## config.mk

```make
export PLATFORM = sky130hd
export DESIGN_NAME = sbt_top
export DESIGN_NICKNAME = d
export VERILOG_FILES = /design/src/sbt_pkg.sv /design/src/sbt_regfile.sv /design/src/sbt_top.sv
export VERILOG_INCLUDE_DIRS = /design/src
export SDC_FILE = /design/constraint.sdc
export NUM_CORES = 1
export LEC_CHECK = 0
export BUFFER_PORTS_ARGS = -buffer_cell sky130_fd_sc_hd__buf_2
export CAP_MARGIN = 20
export CORE_MARGIN = 4
export CORE_UTILIZATION = 30
export DETAILED_ROUTE_END_ITERATION = 10
export PLACE_DENSITY = 0.55
export SETUP_SLACK_MARGIN = 0.2
export SLEW_MARGIN = 25
export SYNTH_ARGS = -nofsm -noshare
export SYNTH_HDL_FRONTEND = slang
export SYNTH_HIERARCHICAL = 1
export SYNTH_SLANG_ARGS = --single-unit
```

## constraint.sdc

```tcl
create_clock -name mclk -period 8.27 [get_ports mclk]
set_clock_uncertainty 0.2 [all_clocks]
set_input_delay 1.2405 -clock mclk [delete_from_list [all_inputs] [get_ports mclk]]
set_output_delay 1.2405 -clock mclk [all_outputs]
set_load 0.005 [all_outputs]
```

## src/sbt_consts.svh

```systemverilog
// constants for the store-back and test-branch block
`ifndef SBT_CONSTS_SVH
`define SBT_CONSTS_SVH

`define SBT_WORD_W        54
`define SBT_IDX_W         15
`define SBT_SEL_W         3
`define SBT_NREG          8

// store-back codes
`define SBT_SB_LEAD_FAST  3'h0
`define SBT_SB_EXT_FAST   3'h1
`define SBT_SB_IDX_INC    3'h2
`define SBT_SB_IDX_STEP   3'h3
`define SBT_SB_LEAD_IDX   3'h4
`define SBT_SB_EXT_IDX    3'h5
`define SBT_SB_IDX_DEC    3'h6
`define SBT_SB_ADDR_IDX   3'h7

// sense-light test codes in the third operation field
`define SBT_TEST_LIGHTS_ON  3'h3
`define SBT_TEST_LIGHTS_OFF 3'h7

`define SBT_CC_RESET      15'h0000
`define SBT_IDX_ONE       15'h0001
`define SBT_CC_SKIP       15'h0002
`define SBT_LIGHTS_NONE   15'h0000

`endif

```

## src/sbt_pkg.sv

```systemverilog
// types for the store-back and test-branch block
package sbt_pkg;

  typedef enum logic [1:0] {
    SBT_ST_IDLE  = 2'b00,
    SBT_ST_EXEC  = 2'b01,
    SBT_ST_STORE = 2'b10,
    SBT_ST_HALT  = 2'b11
  } sbt_state_t;

  typedef enum logic [1:0] {
    SBT_BR_NONE  = 2'b00,
    SBT_BR_SKIP  = 2'b01,
    SBT_BR_JUMP  = 2'b10
  } sbt_branch_t;

endpackage : sbt_pkg

```

## src/sbt_regfile.sv

```systemverilog
// fast-store group and index group registers
`timescale 1ns/1ps
`include "sbt_consts.svh"

module sbt_regfile (
  input  wire logic                    mclk,
  input  wire logic                    srst,
  input  wire logic                    wr_fast,
  input  wire logic                    wr_idx,
  input  wire logic [`SBT_SEL_W-1:0]   wr_sel,
  input  wire logic [`SBT_WORD_W-1:0]  wr_fast_data,
  input  wire logic [`SBT_IDX_W-1:0]   wr_idx_data,
  input  wire logic [`SBT_SEL_W-1:0]   rd_sel,
  output logic      [`SBT_WORD_W-1:0]  rd_fast,
  output logic      [`SBT_IDX_W-1:0]   rd_idx
);

  typedef struct packed {
    logic [`SBT_NREG-1:0][`SBT_WORD_W-1:0] fast;
    logic [`SBT_NREG-1:0][`SBT_IDX_W-1:0]  idx;
  } sbt_rf_t;

  sbt_rf_t rf_ff;
  sbt_rf_t nxt_rf;

  always_comb begin
    nxt_rf = rf_ff;
    for (int i = 0; i < `SBT_NREG; i++) begin
      if (wr_fast && (wr_sel == i[`SBT_SEL_W-1:0])) begin
        nxt_rf.fast[i] = wr_fast_data;
      end
      if (wr_idx && (wr_sel == i[`SBT_SEL_W-1:0])) begin
        nxt_rf.idx[i] = wr_idx_data;
      end
    end
  end

  always_ff @(posedge mclk) begin
    if (srst) begin
      rf_ff <= '0;
    end else begin
      rf_ff <= nxt_rf;
    end
  end

  assign rd_fast = rf_ff.fast[rd_sel];
  assign rd_idx  = rf_ff.idx[rd_sel];

endmodule : sbt_regfile

```

## src/sbt_top.sv

```systemverilog
// store-back stage and conditional skip, jump and halt sequencing
//
// Notes on behaviour
// RULE_01: the target-select field is an octal register number naming a fast or an index register.
// RULE_02: store-back code 0 writes the whole lead operand word into the chosen fast register.
// RULE_03: store-back code 1 writes the whole extension word into the chosen fast register.
// RULE_04: store-back code 2 adds one to the chosen index register.
// RULE_05: store-back code 3 adds the step amount to the chosen index register.
// RULE_06: store-back code 4 copies the low 15 bits of the lead operand into the index register.
// RULE_07: store-back code 5 copies the low 15 bits of the extension word into the index register.
// RULE_08: store-back code 6 subtracts one from the chosen index register.
// RULE_09: store-back code 7 copies the order's address part into the chosen index register.
// RULE_10: light-test codes 3 and 7 use the address part as the light mask, with skip or jump only.
// RULE_11: a satisfied jump adds the step amount to the control counter, else it advances by one.
// RULE_12: a satisfied skip advances the counter by two, else by one.
// RULE_13: the store-back step is done whether or not the test is satisfied.
// RULE_14: the halt order stops with the order held visible until continue is pressed.
// RULE_15: the store-back write happens only after the main operation stage has finished.
`timescale 1ns/1ps
`include "sbt_consts.svh"

module sbt_top (
  input  wire logic                    mclk,
  input  wire logic                    srst,
  // order issue
  input  wire logic                    order_valid,
  output logic                         order_ready,
  input  wire logic [2:0]              order_sb_code,
  input  wire logic [`SBT_SEL_W-1:0]   order_target,
  input  wire logic [2:0]              order_test_code,
  input  wire sbt_pkg::sbt_branch_t    order_branch,
  input  wire logic [`SBT_IDX_W-1:0]   order_addr,
  input  wire logic                    order_halt,
  // arithmetic side
  input  wire logic                    main_done,
  input  wire logic                    cond_ok,
  input  wire logic [`SBT_WORD_W-1:0]  lead_word,
  input  wire logic [`SBT_WORD_W-1:0]  ext_word,
  input  wire logic [`SBT_IDX_W-1:0]   step_amount,
  input  wire logic [`SBT_IDX_W-1:0]   sense_lights,
  // operator console
  input  wire logic                    continue_press,
  // status and register views
  output logic      [`SBT_IDX_W-1:0]   control_counter,
  output logic      [`SBT_IDX_W-1:0]   held_addr,
  output logic                         order_done,
  output logic                         halted,
  input  wire logic [`SBT_SEL_W-1:0]   peek_sel,
  output logic      [`SBT_WORD_W-1:0]  peek_fast,
  output logic      [`SBT_IDX_W-1:0]   peek_idx
);

  // ==========================================================
  // state
  typedef struct packed {
    sbt_pkg::sbt_state_t   state;
    logic [`SBT_IDX_W-1:0] cc;
    logic [2:0]            code;
    logic [`SBT_SEL_W-1:0] target;
    logic [2:0]            test;
    sbt_pkg::sbt_branch_t  branch;
    logic [`SBT_IDX_W-1:0] addr;
    logic                  done;
  } sbt_top_st_t;

  sbt_top_st_t st_ff;
  sbt_top_st_t nxt_st;

  logic                   wr_fast;
  logic                   wr_idx;
  logic [`SBT_WORD_W-1:0] wr_fast_data;
  logic [`SBT_IDX_W-1:0]  wr_idx_data;
  logic [`SBT_IDX_W-1:0]  idx_cur;
  logic                   test_pass;
  logic                   light_test;
  logic [`SBT_IDX_W-1:0]  lit;
  logic [`SBT_SEL_W-1:0]  rd_sel;

  // ==========================================================
  // registers addressed by the target field
  sbt_regfile u_rf (
    .mclk         (mclk),
    .srst         (srst),
    .wr_fast      (wr_fast),
    .wr_idx       (wr_idx),
    .wr_sel       (st_ff.target),
    .wr_fast_data (wr_fast_data),
    .wr_idx_data  (wr_idx_data),
    .rd_sel       (rd_sel),
    .rd_fast      (peek_fast),
    .rd_idx       (idx_cur)
  );

  // the store stage owns the single read port, so a peek during that cycle
  // shows the order's target; this saves a second wide eight-way mux
  assign rd_sel = (st_ff.state == sbt_pkg::SBT_ST_STORE) ? st_ff.target : peek_sel;

  // ==========================================================
  // store-back decode
  always_comb begin
    wr_fast      = 1'b0;
    wr_idx       = 1'b0;
    wr_fast_data = lead_word;
    wr_idx_data  = idx_cur;
    if (st_ff.state == sbt_pkg::SBT_ST_STORE) begin // RULE_15 RULE_13
      case (st_ff.code) // RULE_01
        `SBT_SB_LEAD_FAST: begin
          wr_fast      = 1'b1;
          wr_fast_data = lead_word; // RULE_02
        end
        `SBT_SB_EXT_FAST: begin
          wr_fast      = 1'b1;
          wr_fast_data = ext_word; // RULE_03
        end
        `SBT_SB_IDX_INC: begin
          wr_idx      = 1'b1;
          wr_idx_data = idx_cur + `SBT_IDX_ONE; // RULE_04
        end
        `SBT_SB_IDX_STEP: begin
          wr_idx      = 1'b1;
          wr_idx_data = idx_cur + step_amount; // RULE_05
        end
        `SBT_SB_LEAD_IDX: begin
          wr_idx      = 1'b1;
          wr_idx_data = lead_word[`SBT_IDX_W-1:0]; // RULE_06
        end
        `SBT_SB_EXT_IDX: begin
          wr_idx      = 1'b1;
          wr_idx_data = ext_word[`SBT_IDX_W-1:0]; // RULE_07
        end
        `SBT_SB_IDX_DEC: begin
          wr_idx      = 1'b1;
          wr_idx_data = idx_cur - `SBT_IDX_ONE; // RULE_08
        end
        default: begin
          wr_idx      = 1'b1;
          wr_idx_data = st_ff.addr; // RULE_09
        end
      endcase
    end
  end

  // ==========================================================
  // condition: light tests use the address part as mask
  always_comb begin
    lit        = sense_lights & st_ff.addr;
    light_test = (st_ff.test == `SBT_TEST_LIGHTS_ON) ||
                 (st_ff.test == `SBT_TEST_LIGHTS_OFF);
    if (!light_test) begin
      test_pass = cond_ok;
    end else if (st_ff.test == `SBT_TEST_LIGHTS_ON) begin
      test_pass = (lit == st_ff.addr); // RULE_10
    end else begin
      test_pass = (lit == `SBT_LIGHTS_NONE); // RULE_10
    end
  end

  // ==========================================================
  // sequencing
  always_comb begin
    nxt_st      = st_ff;
    nxt_st.done = 1'b0;
    case (st_ff.state)
      sbt_pkg::SBT_ST_IDLE: begin
        if (order_valid) begin
          nxt_st.code   = order_sb_code;
          nxt_st.target = order_target;
          nxt_st.test   = order_test_code;
          nxt_st.branch = order_branch;
          nxt_st.addr   = order_addr;
          if (order_halt) begin
            nxt_st.state = sbt_pkg::SBT_ST_HALT; // RULE_14
          end else begin
            nxt_st.state = sbt_pkg::SBT_ST_EXEC;
          end
        end
      end
      sbt_pkg::SBT_ST_EXEC: begin
        if (main_done) begin
          nxt_st.state = sbt_pkg::SBT_ST_STORE; // RULE_15
        end
      end
      sbt_pkg::SBT_ST_STORE: begin
        // light tests allow only skip or jump; a plain order just advances
        if ((st_ff.branch == sbt_pkg::SBT_BR_JUMP) && test_pass) begin
          nxt_st.cc = st_ff.cc + step_amount; // RULE_11
        end else if ((st_ff.branch == sbt_pkg::SBT_BR_SKIP) && test_pass) begin
          nxt_st.cc = st_ff.cc + `SBT_CC_SKIP; // RULE_12
        end else begin
          nxt_st.cc = st_ff.cc + `SBT_IDX_ONE; // RULE_11 RULE_12
        end
        nxt_st.done  = 1'b1;
        nxt_st.state = sbt_pkg::SBT_ST_IDLE;
      end
      default: begin
        // halted: order fields stay frozen for the console
        if (continue_press) begin
          nxt_st.cc    = st_ff.cc + `SBT_IDX_ONE; // RULE_14
          nxt_st.done  = 1'b1;
          nxt_st.state = sbt_pkg::SBT_ST_IDLE;
        end
      end
    endcase
  end

  always_ff @(posedge mclk) begin
    if (srst) begin
      st_ff.state  <= sbt_pkg::SBT_ST_IDLE;
      st_ff.cc     <= `SBT_CC_RESET;
      st_ff.code   <= 3'h0;
      st_ff.target <= 3'h0;
      st_ff.test   <= 3'h0;
      st_ff.branch <= sbt_pkg::SBT_BR_NONE;
      st_ff.addr   <= 15'h0000;
      st_ff.done   <= 1'b0;
    end else begin
      st_ff <= nxt_st;
    end
  end

  // ==========================================================
  // outputs
  assign order_ready     = (st_ff.state == sbt_pkg::SBT_ST_IDLE);
  assign control_counter = st_ff.cc;
  assign held_addr       = st_ff.addr;
  assign peek_idx        = idx_cur;
  assign order_done      = st_ff.done;
  assign halted          = (st_ff.state == sbt_pkg::SBT_ST_HALT); // RULE_14

endmodule : sbt_top

```

### Yosys cells after proc, flatten, opt, wreduce, memory -nomap -nowiden

Index checks and enable logic that the tools add are counted.

* register bits: 596
* input port bits: 174
* word-level logic and storage cells: 111

* multiplexer cells: 25
* equality and inequality tests: 23
* $add $sub $neg: 6
* reductions and logical operators: 30
* order comparisons: 1
* bitwise gates (word level): 2

Operator list (count)
* $bmux 54 s3: 1
* $mux 54: 3
* $pmux 15 s6: 1
* $mux 15: 4
* $bmux 15 s3: 1
* $add 15x1->15 const B: 2
* $add 15x15->15: 2
* $pmux 15 s2: 1
* $eq 3x3->1 const B: 8
* $logic_and 1x1->1: 18
* $mux 17: 1
* $add 15x2->15 const B: 1
* $and 15x15->15: 1
* $eq 15x15->1: 1
* $eq 3x2->1 const B: 5
* $logic_not 15->1: 1
* $sub 15x1->15 const B: 1
* $mux 1: 7
* $eq 2x2->1 const B: 3
* $eq 3x1->1 const B: 2
* $logic_not 3->1: 2
* $mux 2: 3
* $pmux 2 s3: 1
* $eq 2x1->1 const B: 2
* 12 further kinds: 15

### Depth between registers and ports, before layout

Gate-level depths: netlist of the first run.

* depth in word-level cells: 8
* gate-level depth with buffers: 26
* gate-level depth less buffers: 19

### Cells and area by module

Netlist of the first run, hierarchy kept.

By module, submodules not included
* sbt_regfile: seq. area each 11050.6 µm², cells each 2738, area each 23717.7 µm², times used 1
* sbt_top: seq. area each 880.8 µm², cells each 818, area each 5904.4 µm², times used 1

### Worst setup path after synthesis of the first run

Ideal clock, no wire load.

* path type: reg2reg
* start point: register st_ff[42] in the netlist's numbering
* end point: register u_rf/rf_ff[42] in the netlist's numbering
* arrival time: 5450 ps
* required time: 8000 ps
* cell stages (with the launch flop): 27
* setup slack: 2549 ps
* cell sequence: dfxtp_1 inv_1 ha_1 clkbuf_1 clkbuf_1 buf_1 mux2_2 buf_4 buf_2 buf_2 mux4_2 mux2_2 inv_1 ha_1 inv_1 fa_1 a21oi_1 o211ai_1 o41ai_1 o21ai_0 a31oi_1 xnor2_1 a222oi_1 a211oi_1 buf_4 nand2_1 a21oi_1

* cells in the longest elaborated chain, start to end: 7
* elaborated cells on any way between the ends: 11
* classes of those cells: add/sub (3); eq/ne (1); mux (6); reduce/logical (1)

RTL lines
* start: declaration: line sbt_top.sv:66 `sbt_top_st_t st_ff;`
* start signal: assignment: line sbt_top.sv:217 `st_ff <= nxt_st;`
* $eq 2x2->1 (*): line sbt_top.sv:96 `assign rd_sel = (st_ff.state == sbt_pkg::SBT_ST_STORE) ? st_ff.target : peek_sel;`
* $mux 3 (*): line sbt_top.sv:96
* named net rd_sel[2]: line sbt_top.sv:77 `` logic [`SBT_SEL_W-1:0] rd_sel; ``
* $bmux 15 s3 (*): line sbt_regfile.sv:47 `assign rd_idx = rf_ff.idx[rd_sel];`
* $mux 15 (implied by the code) (*): line sbt_regfile.sv:47
* named net peek_idx[0]: line sbt_top.sv:50 `` output logic [`SBT_IDX_W-1:0] peek_idx ``
* $sub 15x1->15 (no source line) (tied with other cells)
* $pmux 15 s6 (*): line sbt_top.sv:106 `case (st_ff.code)`
* $mux 15 (*): line sbt_top.sv:105 `if (st_ff.state == sbt_pkg::SBT_ST_STORE) begin`
* named net wr_idx_data[12]: line sbt_top.sv:72 `` logic [`SBT_IDX_W-1:0] wr_idx_data; ``
* end signal: assignment: line sbt_regfile.sv:42 `rf_ff <= nxt_rf;`
* end: declaration: line sbt_regfile.sv:23 `sbt_rf_t rf_ff;`

Mark *: on every way through the listed nets, which the timed path passes. The rest lies on a longest branch. The select of a mux whose other input is x is not followed.
A chain may end at the register's enable or synchronous reset.

### Final worst setup path of the first run

* start point: register st_ff[42] in the netlist's numbering
* end point: register u_rf/rf_ff[12] in the netlist's numbering

* cells in the longest elaborated chain, start to end: 7
* elaborated cells on any way between the ends: 11
* classes of those cells: add/sub (3); eq/ne (1); mux (6); reduce/logical (1)

RTL lines (line)
* $eq 2x2->1 (*): sbt_top.sv:96
* $mux 3 (*): sbt_top.sv:96
* named net rd_sel[0]: sbt_top.sv:77
* $bmux 15 s3 (*): sbt_regfile.sv:47
* $mux 15 (implied by the code) (*): sbt_regfile.sv:47
* $sub 15x1->15 (no source line) (tied with other cells)
* $pmux 15 s6: sbt_top.sv:106
* $mux 15 (*): sbt_top.sv:105
* named net wr_idx_data[12]: sbt_top.sv:72

Marked as above.

==> results of run 1 <==
-- cell families after synthesis --
group	share of synthesized area, %
and+or+nand+nor	19.72
AOI/OAI and AO/OA	14.84
DFF	40.28
buffers and inverters	6.746
muxes	15.42
xor gates and xnor gates	1.390
adders and majority gates	1.614
-- power groups by stage --
stage | logic (W) | clock network [W] | registers [W]
6_report | 0.00166 | 0.00324 | 0.00308
5_1_grt | 0.00179 | 0.00341 | 0.00309
4_1_cts | 0.00167 | 0.00331 | 0.00308
3_5_place_dp | 0.00166 | 0 | 0.00314
3_3_place_gp | 0.00165 | 0 | 0.00314
2_1_floorplan | 0.00121 | 0 | 0.00310
-- layout by cell type (no fill, tap or decap), types with 5 or more instances in the layout --
| cell type | instances |
|---|---|
| xor2_1 | 19 |
| clkbuf_16 | 72 |
| o21ai_0 | 49 |
| dfxtp_1 | 596 |
| nand2b_1 | 8 |
| a31oi_1 | 14 |
| clkbuf_8 | 23 |
| clkinv_2 | 7 |
| xnor2_1 | 28 |
| inv_1 | 21 |
| nand4b_1 | 6 |
| clkbuf_1 | 12 |
| ha_1 | 34 |
| a22oi_1 | 6 |
| nor3_1 | 23 |
| buf_4 | 38 |
| mux4_2 | 138 |
| a21o_1 | 19 |
| a211oi_1 | 8 |
| and3_1 | 6 |
| nand2_1 | 1215 |
| a21oi_1 | 624 |
| o21ai_1 | 10 |
| nor2b_1 | 16 |
| nor3b_1 | 5 |
| nor2_1 | 69 |
| mux2_2 | 123 |
| nand4_1 | 5 |
| a221oi_1 | 9 |
| buf_2 | 274 |
| or3_1 | 11 |
| o211ai_1 | 16 |
| nand3_1 | 17 |
-- synth_stat cells, drive strengths merged, types with 15 or more instances --
cell type and n:
a21o 19, a21oi 625, a31oi 15, buf 229, clkbuf 135, dfxtp 596, ha 35, inv 21
mux2 126, mux4 138, nand2 1215, nand3 17, nor2 69, nor2b 16, nor3 24, o211ai 16
o21ai 59, xnor2 28, xor2 19
-- cell type report --
cell class                      instances  area, um2  share of cell area (%)
Clock inverter                         18      257.7                  0.7668
Inverter                               21      78.83                  0.2345
Sequential cell                       596      11930                   35.49
Tap cell                             1276       1597                   4.749
Clock buffer                          107       2163                   6.436
Timing Repair Buffer                  318       1762                   5.241
Multi-Input combinational cell       2575      15820                   47.07
Antenna cell                            1      2.502                0.007444
-- flip-flops by register name, summed over array words and instances, names as in the netlist --
name and flops:
control_counter 15, held_addr 15, u_rf/rf_ff 552, order_done 1, st_ff 13
-- worst max-delay path by stage --
stage	start	endpoint	slack, ns	cells after the start
after floorplan	st_ff[42]	u_rf/rf_ff[42]	2.55	26
after global placement	peek_sel[2]	u_rf/rf_ff[72]	1.78	18
after detailed placement	peek_sel[2]	u_rf/rf_ff[117]	1.76	18
after CTS	st_ff[42]	u_rf/rf_ff[117]	2.24	17
after global routing	st_ff[42]	u_rf/rf_ff[27]	1.76	17
final	st_ff[42]	u_rf/rf_ff[12]	2.28	17
-- worst max-delay path, cell delays in order (launching register included) --
cell,delay (ns)
dfxtp_1,0.36
inv_1,0.09
ha_2,0.25
mux2_8,0.45
buf_4,0.54
mux4_2,0.59
mux2_2,0.33
ha_1,0.38
nand3_1,0.11
o211ai_1,0.12
o41ai_1,0.61
o21ai_0,0.29
a31oi_1,0.25
xnor2_1,0.15
a222oi_1,0.10
a211oi_1,0.79
nand2_1,0.10
a21oi_1,0.16
-- routing by layer --
layer,vias to the layer above,part of all wire [%]
li1,12110,-
met1,12270,44
met2,848,46
met3,184,6.3
met4,6,3.2
met5,-,0.027
-- through the flow --
stage / setup slack, ns / std cells / instance area (um2) / hold WS [ns] / power [W]
floorplan: 2.549 / 3556 / 29620 / 0.2325 / 0.004308
global placement: 1.775 / 4783 / 31130 / 0.2381 / 0.004790
detailed placement: 1.765 / 4784 / 31160 / 0.2431 / 0.004798
CTS: 2.239 / 4909 / 33580 / 0.2509 / 0.008047
global route: 1.760 / 4912 / 33610 / 0.2612 / 0.008292
finish: 2.279 / 4912 / 33610 / 0.2517 / 0.007975
==> impl_results.md, run 1 <==
- Status: completed
- Period utilization: 72.44%
- Post-route setup TNS: 0 ns
- CP endpoint kind: flip-flop
- Mapped Area: approximately 30000 um2
- Leakage power: 11.66 nW
- MaxCap Viol Count: 0
- Buffers added on ports: around 280
- H-tree depth: 3
- Hold path endpoint: u_rf/rf_ff[472]
- Final Hold Vio Count: 0
- Met1 track demand over resource: around a quarter
- Flop-to-flop setup slack: around 2.3 ns
- Rows: between 100 and 150
- Synthesized Nets: between 3000 and 4000
- Avg WL per Cell: 20.73 um
- Flops & latches, synth: about 600
- Synth area leaders: dfxtp_1, nand2_1, a21oi_1, mux4_2, mux2_2
- Fmax: roughly 170 MHz
- Count of cell types in the netlist: just under 80
- Die area: slightly above 100000 um2
- Nature of the critical path startpoint: flip-flop
- Final Max Slew Viols: 0
- Hold Buf Count CTS: 0
- Final Core Density: about a third
- Fillers: about 10000
- CTS resizes: 0
- Top cell type's share of synthesized area: between 40% and 50%
- Sequential Power Share: between 30% and 40%
- Synth warn: 6
- Die Y: ~320 um
- Reg-to-Reg End: u_rf/rf_ff[12]
- DRT iter0 DRCs: roughly 2300
- Post-Syn Instances: around 3600
- Switching part of the total power: 30.89%
- FF-to-FF Start: st_ff[42]
- Total track usage: about a fifth
- Slew @ Worst Pin: around 1.1 ns
- Clk slew on worst S/H paths: ~0.060 ns
- Setup Buffers After CTS: 0
- Yosys top cell by area: dfxtp_1
- Combinational power share: 20.8%
- CTS buffer count: 71
- Total number of vias: 25420
- Worst Hold Class: reg -> reg
- Switch Pwr: 0.002464 W
- CP max FO: 28
- Vias per cell: between 5 and 6
- Max IR drop VDD: 0.1489 mV
- Met3 usage: around 2.7%
- Crit Path Category: reg -> reg
- CP required: around 8.6 ns
- Layout Area Growth over Synthesis: 13.48%
- Drt pass-1 iters: 6
- Core area: roughly 97000 um2
- Clock power frac: about two fifths
- GRT overflow: 0
- PwrDens: approximately 240 nW/um2
- Clock Path Buffers: 3
- RSZ-0062 raised after global routing: false
- Detailed-placement wirelength estimate: ~60000 um
- I/O pin count: approximately 280
- Top Usage Layer GRT: met2
- Final ANT Viol Nets: 0
- Sequential fraction of the synthesis area: 40.28%
- Synthesized area per cell: between 8 and 9 um2
- Tmin final: 5.991 ns
- Setup violators final: 0
- WL final: just over 100000 um
- Layout Nets: between 3000 and 4000
- First-pass GRT wire length: 151600 um
- Die width: between 300 and 400 um
- Initial Util: ~30%
- CTS tree: done
- DRC: 0
- Hold Path Depth: 2
- Top FF cell, synth: dfxtp_1
- Clock latency at the later pin of the worst-skew pair: around 0.61 ns
- Post-synth EDFFs: 0
- Vias in the first global route: between 20000 and 25000
- Ratio of cells with drive above 1 in the final layout: 20.11%
- Clock Sinks: 596
- Reg2Reg Depth: 17
- Post-synth ARST share: 0%
- Largest net degree at the start of global routing: about 180
- Internal power: around 0.0055 W
- Met2 Resource Use GR: between 30 and 40%
- Data arrival time of the worst path: 6.31 ns
- Initial antenna violation count: 7
- Routability cong.: between 0.9 and 1
- Hold Startpoint: u_rf/rf_ff[472]
- Clk root buf: clkbuf_16
- Slew headroom: between 20% and 30%
Note: power is estimated with default switching activity, not from simulation.
==> run 2: changes to the inputs <==
- PLACE_DENSITY: 0.55 -> 0.57
- clock period: 8.27 -> 5.35 ns (I/O delays scaled with it)
==> run 2 against run 1 <==
Utilization rose by 0.23 points. Sequential share of layout area fell by 0.23 points. Via count rose by 1.0%. Sequential cell count did not move. Register-to-register slack got worse by 1.8 ns. Wire length fell by 0.14%. Global-route usage barely moved. Clock power rose by 51%. Combinational power rose by 58%. Non-clock buffer count rose by 24. Largest power group unchanged. Highest routed layer unchanged.
==> impl_results.md, run 2 (synthesis results as in run 1) <==
- Status: completed
- H-tree depth: 3
- Fillers: slightly above 10000
- PwrDens: about 360 nW/um2
- Post-route setup TNS: 0 ns
- Slew @ Worst Pin: 0.9898 ns
- Hold Startpoint: order_addr[2]
- FF-to-FF Start: st_ff[42]
- MaxCap Viol Count: 0
- Final ANT Viol Nets: 0
- Clock Path Buffers: 3
- Flop-to-flop setup slack: just under 0.5 ns
- Total track usage: a little under a fifth
- Hold slack final: ~0.23 ns
- Vias per cell: roughly 5.2
- Initial antenna violation count: 15
- Final Max Slew Viols: 0
- Routability cong.: approximately 0.92
- Die Y: around 320 um
- Clk slew on worst S/H paths: 0.06 ns
- Fmax: 205.3 MHz
- CTS tree: done
- Data arrival time of the worst path: roughly 3.9 ns
- WL final: 101700 um
- Setup violators final: 0
- I/O pin count: roughly 280
- Layout Area Growth over Synthesis: 14.23%
- Setup Buffers After CTS: 0
- Avg WL per Cell: ~21 um
- Most frequent cells in the layout: nand2_1, a21oi_1, dfxtp_1, buf_2, mux4_2
- Slew headroom: 33.61%
- Initial Util: 30.45%
- Clk root buf: clkbuf_16
- DRC: 0
- Hold Path Depth: 3
- Drt pass-1 iters: 5
- Top reg by flops: u_rf/rf_ff
- CTS resizes: 1
- PnR worst setup slack: 0.4800 ns
- Reg2Reg Depth: 20
- DRT iter0 DRCs: 2352
- Ratio of cells with drive above 1 in the final layout: 20.60%
- Vias in the first global route: 24480
- Hold path endpoint: held_addr[2]
- Hold Buf Count CTS: 0
- Period utilization: between 90% and 100%
- RSZ-0062 raised after global routing: false
- Pre-CTS setup slack: between 0.15 and 0.2 ns
- Area occupied by multi-input gates: 15840 um2
- CTS buffer count: 69
- First-pass GRT wire length: between 150000 and 200000 um
- Largest net degree at the start of global routing: between 150 and 200
- Clock latency at the later pin of the worst-skew pair: 0.61 ns
- Die width: 322.2 um
- CP max FO: 76
- Worst Hold Class: in -> reg
- Max IR drop VDD: roughly 0.27 mV
- Die area: ~100000 um2
- Nature of the critical path startpoint: flip-flop
- Reg-to-Reg End: u_rf/rf_ff[57]
- CP required: ~4.4 ns
- Detailed-placement wirelength estimate: between 60000 and 70000 um
- Crit Path Category: reg -> out
- Sequential standard cell area: approximately 12000 um2
- Core area: 97280 um2
- Tmin final: ~4.9 ns
- Total number of vias: about 26000
- Buffers added on ports: around 280
- GRT overflow: 0
- Leakage power: between 10 and 15 nW
- Clock Sinks: 596
- CP endpoint kind: output port
- Most common cell after layout, fill and taps aside: nand2_1
- Layout Nets: 3816
- Max FFs per register: ~550
- Final Hold Vio Count: 0
- Rows: roughly 110
[run 2: layer usage]
metal	vias up	routed length, um	global-route usage, %
li1	12180	-	-
met1	12530	45020	25.66
met2	804	46980	30.39
met3	163	6621	3.062
met4	4	3033	6.646
met5	-	21	0
[run 2: per-stage QoR]
step / instance area (um2) / power [W] / util, % / std cells
after floorplan: 29660 / 0.006673 / - / 3556
after global placement: 31450 / 0.007442 / 32.33 / 4810
after detailed placement: 31460 / 0.007462 / 32.34 / 4810
after CTS: 33790 / 0.01239 / 34.74 / 4932
after global routing: 33830 / 0.01280 / 34.78 / 4937
final: 33840 / 0.01228 / 34.78 / 4939
[run 2: how the worst max path moves through the flow]
stage / slack (ns) / cells after the start / start / to
2_1_floorplan: 0.21 / 26 / st_ff[42] / u_rf/rf_ff[72]
3_3_place_gp: 0.22 / 15 / peek_sel[0] / u_rf/rf_ff[99]
3_5_place_dp: 0.18 / 15 / peek_sel[0] / u_rf/rf_ff[24]
4_1_cts: 0.27 / 16 / st_ff[42] / u_rf/rf_ff[24]
5_1_grt: 0.24 / 19 / st_ff[42] / u_rf/rf_ff[87]
6_report: 0.48 / 8 / st_ff[42] / peek_fast[0]
[run 2: worst max-delay path, cell delays in order (launching register included)]
cell	delay (ns)
dfxtp_1	0.38
inv_1	0.10
ha_4	0.22
mux2_8	0.33
buf_6	0.52
buf_16	0.52
mux4_2	0.57
mux2_2	0.34
buf_2	0.15
[run 2: layout make-up]
cell class	instances	share of cell area [%]
clock inverter	29	1.135
inverter	21	0.2330
tap	1276	4.718
timing repair buffer	342	6.035
multi-input combinational	2575	46.81
clock buffer	93	5.757
antenna	7	0.05177
sequential	596	35.26
[run 2: where the power goes]
group	total [W]	internal (W)	switching (W)	leakage, nW
registers	0.00475	0.00461	0.000145	4.81
clock network	0.00489	0.00287	0.00202	1.15
logic	0.00263	0.000957	0.00168	5.82
